<file path="src/verilog/sev_pkg.sv">
//==========================================================
// mode, cause and data event configuration constants
package sev_pkg;

    //==========================================================
    // register offsets
    localparam logic [7:0] ADDR_SYSTEM_MODE      = 8'h11;
    localparam logic [7:0] ADDR_INTERRUPT_CAUSE  = 8'h12;
    localparam logic [7:0] ADDR_DATA_EVENT_CFG   = 8'h13;

    //==========================================================
    // reset values and masks
    localparam logic [7:0] SYSTEM_MODE_RESET     = 8'h00;
    localparam logic [7:0] CAUSE_RESET           = 8'h00;
    localparam logic [7:0] CFG_RESET             = 8'h00;
    localparam logic [7:0] CFG_WRITE_MASK        = 8'h07;
    localparam logic [7:0] UNMAPPED_READ         = 8'h00;

    //==========================================================
    // field positions
    localparam int OP_STATE_BIT                  = 0;
    localparam int NEW_DATA_CAUSE_BIT            = 7;
    localparam int QUEUE_CAUSE_BIT               = 6;
    localparam int PRESSURE_WINDOW_CAUSE_BIT     = 5;
    localparam int TEMPERATURE_WINDOW_CAUSE_BIT  = 4;
    localparam int PRESSURE_THRESHOLD_CAUSE_BIT  = 3;
    localparam int TEMPERATURE_THRESHOLD_CAUSE_BIT = 2;
    localparam int PRESSURE_CHANGE_CAUSE_BIT     = 1;
    localparam int TEMPERATURE_CHANGE_CAUSE_BIT  = 0;
    localparam int EVENT_ON_CHANGE_MODE_BIT      = 2;
    localparam int PRESSURE_EVENT_ENABLE_BIT     = 1;
    localparam int TEMPERATURE_EVENT_ENABLE_BIT  = 0;

    //==========================================================
    // widths and counts
    localparam int PRESSURE_W                    = 16;
    localparam int TEMPERATURE_W                 = 8;
    localparam logic [5:0] QUEUE_FULL_COUNT      = 6'h20;
    localparam logic [5:0] WATERMARK_OFF         = 6'h00;

    //==========================================================
    // carriers
    typedef struct packed {
        logic       rd;
        logic       rd_done;
        logic       wr;
        logic [7:0] addr;
        logic [7:0] wdata;
    } sev_reg_req_t;

    typedef struct packed {
        logic overwrite;
        logic ready;
        logic block_int_enable;
        logic status_read_done;
        logic data_read_done;
    } sev_data_status_t;

    typedef enum logic [0:0] {
        SEV_DRDY_IDLE,
        SEV_DRDY_STATUS_SEEN
    } sev_drdy_clr_t;

endpackage : sev_pkg

</file>
<file path="src/verilog/sev_alerter.sv">
`timescale 1ns/1ps
//==========================================================
// window, threshold and change detection for one sample stream
module sev_alerter #(
    parameter int W = 16
) (
    // clock and reset
    input  wire logic         clk,
    input  wire logic         sys_rst,
    // sample stream and settings
    input  wire logic         sample_valid,
    input  wire logic [W-1:0] sample,
    input  wire logic [W-1:0] target,
    input  wire logic [W-1:0] window,
    // results, one cycle after sample_valid
    output logic              in_window,
    output logic              crossed,
    output logic              changed
);
    import sev_pkg::*;

    logic [W-1:0]        prev;
    logic                have_prev;
    logic signed [W+1:0] v;
    logic signed [W+1:0] pv;
    logic signed [W+1:0] t;
    logic signed [W+1:0] lo;
    logic signed [W+1:0] hi;
    logic                win_on;

    // two guard bits keep target minus window from wrapping
    assign v      = $signed({2'b00, sample});
    assign pv     = $signed({2'b00, prev});
    assign t      = $signed({2'b00, target});
    assign lo     = t - $signed({2'b00, window});
    assign hi     = t + $signed({2'b00, window});
    assign win_on = (window != '0);

    function automatic logic crosses(input logic signed [W+1:0] a,
                                     input logic signed [W+1:0] b,
                                     input logic signed [W+1:0] th);
        crosses = (a < th) != (b < th);
    endfunction : crosses

    always_ff @(posedge clk) begin
        if (sys_rst) begin
            prev      <= '0;
            have_prev <= 1'b0;
            in_window <= 1'b0;
            crossed   <= 1'b0;
            changed   <= 1'b0;
        end else begin
            crossed <= 1'b0;
            changed <= 1'b0;
            if (sample_valid) begin
                prev      <= sample;
                have_prev <= 1'b1;
                in_window <= win_on && (v >= lo) && (v <= hi); // see RQ7 see RQ8
                crossed   <= have_prev && (crosses(pv, v, t) ||
                             (win_on && (crosses(pv, v, lo) || crosses(pv, v, hi)))); // see RQ9
                changed   <= !have_prev || (sample != prev); // see RQ12
            end
        end
    end

endmodule : sev_alerter

</file>
<file path="src/verilog/sev_top.sv">
`timescale 1ns/1ps
//==========================================================
// Summary of operation
// RQ1 - bit 0 reports standby 0, active 1
// RQ2 - mode register bits 7 to 1 read zero
// RQ3 - cause bits show raised interrupts, reset zero
// RQ4 - cause bits set on rising edge, clear on read; code clears only bits 5 to 0 on read
// RQ5 - bit 7 new data, cleared status then data
// RQ6 - bit 6 overflow or watermark, cleared by status
// RQ7 - bit 5 pressure inside window, nonzero window
// RQ8 - bit 4 temperature inside window, nonzero window
// RQ9 - bits 3,2 crossing centre, or all three
// RQ10 - bits 1,0 pressure and temperature change
// RQ11 - mode 0 raises event per new sample
// RQ12 - mode 1 raises event only on change; code also raises one on the first sample after reset
// RQ13 - config bit 1 enables pressure data events
// RQ14 - config bit 0 enables temperature data events
// RQ15 - watermark zero disables watermark cause
// RQ16 - count 32 asserts overflow flag
// RQ17 - clear after read completes, set wins
module sev_top (
    // clock and reset
    input  wire logic                              clk,
    input  wire logic                              sys_rst,
    // register port
    input  wire sev_pkg::sev_reg_req_t             reg_req,
    output logic [7:0]                             reg_rdata,
    // operating state
    input  wire logic                              op_active,
    // data status block
    input  wire sev_pkg::sev_data_status_t         data_status,
    // queue status
    input  wire logic [5:0]                        queue_sample_count,
    input  wire logic [5:0]                        queue_watermark,
    input  wire logic                              queue_status_read_done,
    output logic                                   queue_overflow_flag,
    // pressure stream
    input  wire logic                              pressure_valid,
    input  wire logic [sev_pkg::PRESSURE_W-1:0]    pressure_value,
    input  wire logic [sev_pkg::PRESSURE_W-1:0]    pressure_target,
    input  wire logic [sev_pkg::PRESSURE_W-1:0]    pressure_window,
    // temperature stream
    input  wire logic                              temperature_valid,
    input  wire logic [sev_pkg::TEMPERATURE_W-1:0] temperature_value,
    input  wire logic [sev_pkg::TEMPERATURE_W-1:0] temperature_target,
    input  wire logic [sev_pkg::TEMPERATURE_W-1:0] temperature_window,
    // change detectors
    input  wire logic                              pressure_change,
    input  wire logic                              temperature_change,
    // state and events out
    output logic                                   operating_state_bit,
    output logic [7:0]                             interrupt_cause,
    output logic                                   data_event_flag
);
    import sev_pkg::*;

    //==========================================================
    // decode
    function automatic logic hit(input logic [7:0] addr, input logic [7:0] off);
        hit = (addr == off);
    endfunction : hit

    //==========================================================
    // alerters
    logic p_within;
    logic p_crossed;
    logic p_changed;
    logic t_within;
    logic t_crossed;
    logic t_changed;

    sev_alerter #(.W(PRESSURE_W)) u_pressure (
        .clk          (clk),
        .sys_rst      (sys_rst),
        .sample_valid (pressure_valid),
        .sample       (pressure_value),
        .target       (pressure_target),
        .window       (pressure_window),
        .in_window    (p_within),
        .crossed      (p_crossed),
        .changed      (p_changed)
    );

    sev_alerter #(.W(TEMPERATURE_W)) u_temperature (
        .clk          (clk),
        .sys_rst      (sys_rst),
        .sample_valid (temperature_valid),
        .sample       (temperature_value),
        .target       (temperature_target),
        .window       (temperature_window),
        .in_window    (t_within),
        .crossed      (t_crossed),
        .changed      (t_changed)
    );

    //==========================================================
    // cause levels and edges
    logic [7:0]    cause_level;
    logic [7:0]    cause_prev;
    logic [7:0]    cause_set;
    logic [7:0]    cause_clr;
    logic [7:0]    next_cause;
    logic          next_overflow;
    logic          watermark_hit;
    logic          drdy_clear;
    logic [7:0]    data_event_cfg;
    sev_drdy_clr_t drdy_state;

    assign next_overflow = (queue_sample_count == QUEUE_FULL_COUNT); // see RQ16
    assign watermark_hit = (queue_watermark != WATERMARK_OFF) &&
                           (queue_sample_count == queue_watermark); // see RQ15

    always_comb begin
        cause_level = '0;
        cause_level[NEW_DATA_CAUSE_BIT] = (data_status.overwrite || data_status.ready) &&
                                          data_status.block_int_enable; // see RQ5
        cause_level[QUEUE_CAUSE_BIT] = next_overflow || watermark_hit; // see RQ6
        cause_level[PRESSURE_WINDOW_CAUSE_BIT] = p_within; // see RQ7
        cause_level[TEMPERATURE_WINDOW_CAUSE_BIT] = t_within; // see RQ8
        cause_level[PRESSURE_CHANGE_CAUSE_BIT] = pressure_change; // see RQ10
        cause_level[TEMPERATURE_CHANGE_CAUSE_BIT] = temperature_change; // see RQ10
    end

    // crossings are already single-cycle events, so they bypass the edge detector
    genvar gi;
    generate
        for (gi = 0; gi < 8; gi++) begin : g_edge
            if (gi == PRESSURE_THRESHOLD_CAUSE_BIT) begin : g_pth
                assign cause_set[gi] = p_crossed; // see RQ9
            end else if (gi == TEMPERATURE_THRESHOLD_CAUSE_BIT) begin : g_tth
                assign cause_set[gi] = t_crossed; // see RQ9
            end else begin : g_rise
                assign cause_set[gi] = cause_level[gi] && !cause_prev[gi]; // see RQ4
            end
        end
    endgenerate

    always_comb begin
        cause_clr = '0;
        if (reg_req.rd_done && hit(reg_req.addr, ADDR_INTERRUPT_CAUSE)) begin
            cause_clr[5:0] = 6'h3F; // see RQ4
        end
        cause_clr[QUEUE_CAUSE_BIT] = queue_status_read_done; // see RQ6
        cause_clr[NEW_DATA_CAUSE_BIT] = drdy_clear; // see RQ5
        // set beats clear in the same cycle
        next_cause = (interrupt_cause & ~cause_clr) | cause_set; // see RQ17
    end

    always_ff @(posedge clk) begin
        if (sys_rst) begin
            cause_prev      <= '0;
            interrupt_cause <= CAUSE_RESET; // see RQ3
        end else begin
            cause_prev      <= cause_level;
            interrupt_cause <= next_cause;
        end
    end

    //==========================================================
    // status then data read sequence for the new data cause
    assign drdy_clear = (drdy_state == SEV_DRDY_STATUS_SEEN) && data_status.data_read_done; // see RQ5

    always_ff @(posedge clk) begin
        if (sys_rst) begin
            drdy_state <= SEV_DRDY_IDLE;
        end else begin
            case (drdy_state)
                SEV_DRDY_IDLE: begin
                    if (data_status.status_read_done) begin
                        drdy_state <= SEV_DRDY_STATUS_SEEN;
                    end
                end
                SEV_DRDY_STATUS_SEEN: begin
                    if (data_status.data_read_done) begin
                        drdy_state <= SEV_DRDY_IDLE;
                    end
                end
                default: begin
                    drdy_state <= SEV_DRDY_IDLE;
                end
            endcase
        end
    end

    //==========================================================
    // queue overflow and operating state
    always_ff @(posedge clk) begin
        if (sys_rst) begin
            queue_overflow_flag <= 1'b0;
            operating_state_bit <= SYSTEM_MODE_RESET[OP_STATE_BIT];
        end else begin
            queue_overflow_flag <= next_overflow; // see RQ16
            operating_state_bit <= op_active; // see RQ1
        end
    end

    //==========================================================
    // data event flag
    logic p_new_d;
    logic t_new_d;
    logic p_event;
    logic t_event;

    // delay the raw valids to line up with the alerter change pulses
    assign p_event = data_event_cfg[EVENT_ON_CHANGE_MODE_BIT] ? p_changed : p_new_d; // see RQ11 see RQ12
    assign t_event = data_event_cfg[EVENT_ON_CHANGE_MODE_BIT] ? t_changed : t_new_d; // see RQ11 see RQ12

    always_ff @(posedge clk) begin
        if (sys_rst) begin
            p_new_d         <= 1'b0;
            t_new_d         <= 1'b0;
            data_event_flag <= 1'b0;
        end else begin
            p_new_d         <= pressure_valid;
            t_new_d         <= temperature_valid;
            data_event_flag <= (data_event_cfg[PRESSURE_EVENT_ENABLE_BIT] && p_event) || // see RQ13
                               (data_event_cfg[TEMPERATURE_EVENT_ENABLE_BIT] && t_event); // see RQ14
        end
    end

    //==========================================================
    // register port
    always_ff @(posedge clk) begin
        if (sys_rst) begin
            data_event_cfg <= CFG_RESET;
        end else if (reg_req.wr && hit(reg_req.addr, ADDR_DATA_EVENT_CFG)) begin
            data_event_cfg <= reg_req.wdata & CFG_WRITE_MASK;
        end
    end

    always_ff @(posedge clk) begin
        if (sys_rst) begin
            reg_rdata <= UNMAPPED_READ;
        end else if (reg_req.rd) begin
            if (hit(reg_req.addr, ADDR_SYSTEM_MODE)) begin
                reg_rdata <= {7'h00, operating_state_bit}; // see RQ1 see RQ2
            end else if (hit(reg_req.addr, ADDR_INTERRUPT_CAUSE)) begin
                reg_rdata <= interrupt_cause; // see RQ3
            end else if (hit(reg_req.addr, ADDR_DATA_EVENT_CFG)) begin
                reg_rdata <= data_event_cfg;
            end else begin
                reg_rdata <= UNMAPPED_READ;
            end
        end
    end

endmodule : sev_top

</file>
<file path="config.mk">
export PLATFORM = sky130hd
export DESIGN_NAME = sev_top
export DESIGN_NICKNAME = d
export VERILOG_FILES = /design/src/verilog/sev_pkg.sv /design/src/verilog/sev_alerter.sv /design/src/verilog/sev_top.sv
export SDC_FILE = /design/constraint.sdc
export NUM_CORES = 1
export LEC_CHECK = 0
export BUFFER_PORTS_ARGS = -buffer_cell sky130_fd_sc_hd__buf_2
export CAP_MARGIN = 20
export CORE_MARGIN = 10
export CORE_UTILIZATION = 40
export CTS_CLUSTER_SIZE = 8
export DETAILED_ROUTE_END_ITERATION = 10
export HOLD_SLACK_MARGIN = 0.03
export SYNTH_ARGS = -nofsm -noshare
export SYNTH_HDL_FRONTEND = slang
export SYNTH_SLANG_ARGS = --single-unit
</file>
<file path="constraint.sdc">
create_clock -name clk -period 10.9 [get_ports clk]
set_clock_uncertainty 0.05 [all_clocks]
set_input_delay 2.18 -clock clk [delete_from_list [all_inputs] [get_ports clk]]
set_output_delay 2.18 -clock clk [all_outputs]
set_load 0.005 [all_outputs]
</file>
==> impl_metrics.json <==
{
  "status": "finished, final reports clean",
  "period_share_pct": 55.1,
  "startpoint_type": "input pin",
  "fin_area_um2": 9150,
  "wl_per_cell_um": 15.6,
  "relSlewSlack_pct": 47.0,
  "fp.coreArea_um2": 19500,
  "ant_nets": 0,
  "cts_hold_buf": 0,
  "synth.avg_cell_area_um2": 8.16,
  "ioPinCount": 135,
  "grt_pass1_vias": 7250,
  "clk_latency_ns": 0.33,
  "startpoint": "pressure_window[1]",
  "fillers": 1979,
  "synth-edff-count": 0,
  "start_util_pct": 40.6,
  "worstReg2RegEnd": "u_pressure.crossed",
  "die_x_um": 161,
  "max_freq_mhz": 167,
  "cts_made_buffers": 9,
  "worstReg2RegStart": "u_pressure.prev[9]",
  "yosys-top-cells-count": "ha_1, inv_1, nor2_1, a21oi_1, dfxtp_1",
  "die-area_um2": 25800,
  "die_h_um": 161,
  "cts_tree": "yes",
  "drc": 0,
  "synth_top_area_share_pct": 27.5,
  "grt_use_total_pct": 16.3,
  "netlist_area_um2": 7910,
  "critPathMaxFanout": 4,
  "maxCapViolations": 0,
  "crit_type": "input pin to flop",
  "port-buffer-count": 129,
  "clockBufferDepth": 2,
  "ys_warn_count": 0,
  "place_congestion": 0.823,
  "finalWirelength_mm": 21.3,
  "finalHoldViolations": 0,
  "overflow": 0,
  "grt_pass1_wl_mm": 35.3,
  "synth_seq_cells": 63,
  "place_area_um2": 8820,
  "worstSetupEndpoint": "u_pressure.crossed",
  "hp-class": "flop to flop",
  "p_leak_nw": 4.72,
  "crit_required_ns": 11.10,
  "synthCells": 969,
  "r2r_slack_ns": 8.06,
  "power.density_nw_per_um2": 108,
  "clk_pin_slew_worst_paths_ns": 0.06,
  "vias": 7054,
  "final_layout_size_suffix_gt1_share_pct": 15.5,
  "period_minus_slack_ns": 6.01,
  "synth_largest_area_cell": "ha_1",
  "synth_most_common_cell": "ha_1",
  "post-cts-setup-buffers": 0,
  "endpoint_kind": "flop",
  "synth_area_leaders": "ha_1, dfxtp_1, xnor2_1",
  "cts_root_buffer": "clkbuf_16",
  "first_pass_iters": 5,
  "ir_drop_mv": 0.0598,
  "drt_iter0_markers": 225,
  "syn_nets": 1263,
  "antenna_found_initial": 0,
  "grt_max_degree": 52,
  "avgViaCountPerCell": 5.18,
  "synthToLayoutAreaGrowth_pct": 15.7,
  "arrival_ns": 6.20,
  "cts-resized-gates": 0,
  "drv_slew": 0,
  "clkSinkCount": 63,
  "grt_setup_unrepaired": "false",
  "synth.distinct_cells": 77,
  "finalSetupTns_ns": 0,
  "synthArstFlopShare_pct": 0,
  "nNetsFinal": 1386,
  "yosysSeqAreaShare_pct": 15.9,
  "ys.flop_type": "dfxtp_1",
  "cts_htree_levels": 3,
  "tightest_slew_ns": 0.775,
  "diodes": 0,
  "r2r_cells": 11,
  "dp_hpwl_mm": 18.1,
  "rows": 51,
  "final-setup-viol-count": 0
}
-- power by group --
group          switching, mW  internal, mW  leakage [nW]
Clock                  0.101         0.206         0.156
Combinational          0.237         0.190          4.04
Sequential            0.0144         0.243         0.518
-- per-stage QoR --
| step | worst slack, ns | hold slack [ns] | instances | utilization [%] | power (mW) |
|---|---|---|---|---|---|
| final | 4.89 | 0.360 | 1362 | 47.0 | 0.992 |
| after global routing | 4.62 | 0.389 | 1362 | 47.0 | 1.08 |
| after CTS | 4.92 | 0.360 | 1362 | 47.0 | 1.00 |
| after detailed placement | 4.58 | 0.359 | 1346 | 45.3 | 0.689 |
| after global placement | 4.66 | 0.354 | 1346 | 45.3 | 0.682 |
| after floorplan | 5.17 | 0.349 | 969 | - | 0.566 |
-- critical path: stages --
cell and delay, ns:
buf_2 0.14, inv_1 0.08, ha_1 0.29, nor2b_1 0.13
o21ai_1 0.16, a21boi_1 0.09, o21ai_1 0.15, a21oi_1 0.11
o2111ai_1 0.25, a31oi_1 0.22, a211o_1 0.31, a21oi_1 0.18
xor2_1 0.24, ha_1 0.28, nand2_1 0.09, nor2_1 0.05
a211oi_1 0.26, o21ai_0 0.17, xor2_1 0.16, o21ai_0 0.24
and4bb_1 0.26, nor3_2 0.15
-- cells by family (layout without fill, tap and decap cells) --
kind of cell               Yosys count  count (layout)  synth area share, %
xor gates and xnor gates            72              72                 8.15
DFF                                 63              63                 15.9
buffers and inverters              115             243                 5.47
adders and majority gates          179             179                 28.7
AOI/OAI and AO/OA                  236             236                 19.9
and+or+nand+nor                    266             266                 17.0
muxes                               38              38                 4.87
-- registers in the layout (all words and copies together) (netlist names) --
signal	flops
u_pressure.prev	16
data_event_flag	1
drdy_state	1
u_pressure.crossed	1
t_new_d	1
u_pressure.in_window	1
p_new_d	1
interrupt_cause	8
queue_overflow_flag	1
u_temperature.changed	1
operating_state_bit	1
u_temperature.crossed	1
u_temperature.in_window	1
data_event_cfg	3
u_temperature.have_prev	1
u_pressure.changed	1
cause_prev	6
reg_rdata	8
u_temperature.prev	8
u_pressure.have_prev	1
-- worst min-delay path by stage --
stage,from,endpoint,slack [ns],cells past startpoint
2_1_floorplan,cause_prev[4],interrupt_cause[4],0.35,1
3_3_place_gp,cause_prev[4],interrupt_cause[4],0.35,1
3_5_place_dp,cause_prev[5],interrupt_cause[5],0.36,1
4_1_cts,cause_prev[5],interrupt_cause[5],0.36,1
5_1_grt,cause_prev[4],interrupt_cause[4],0.39,1
6_report,cause_prev[5],interrupt_cause[5],0.36,1
-- routing by layer --
| metal | share of wire [%] | vias up | GRT usage, % |
|---|---|---|---|
| met2 | 46 | 128 | 27.6 |
| met1 | 49 | 3192 | 21.5 |
| met4 | 0.70 | 0 | 2.88 |
| li1 | - | 3723 | - |
| met3 | 3.9 | 11 | 2.66 |
| met5 | 0 | - | 0 |
-- cell usage in the layout (no fill, tap or decap), types with 6 or more instances in the layout --
cell       Yosys  routed
and2_1         6       6
mux2i_1       34      34
ha_1         174     174
nand2_1       37      37
o21bai_1       6       6
a21o_1        36      36
clkbuf_16      0       9
a211oi_1       6       6
nor4_1        11      11
a21oi_1       78      78
a31oi_1        6       6
nor3_1        17      17
o21ai_0       33      33
nand3_1       21      21
xor2_1        16      16
xnor2_1       55      55
nand2b_1      18      18
nor2_1        88      88
nor2b_1       18      18
nand4_1       19      19
inv_1         92      92
o21ai_1        9       9
o21a_1        12      12
buf_2          1     129
and3_1         6       6
or3_1          7       7
dfxtp_1       63      63
-- area by class of cell --
class                           count  area [µm²]  share of cell area, %
Inverter                           97         364                   3.98
Clock inverter                      5        81.3                  0.889
Sequential cell                    63        1260                   13.8
Clock buffer                       11         243                   2.65
Timing Repair Buffer              130         653                   7.14
Tap cell                          265         332                   3.62
Multi-Input combinational cell    791        6210                   67.9
(Power assumes the default switching activity.)
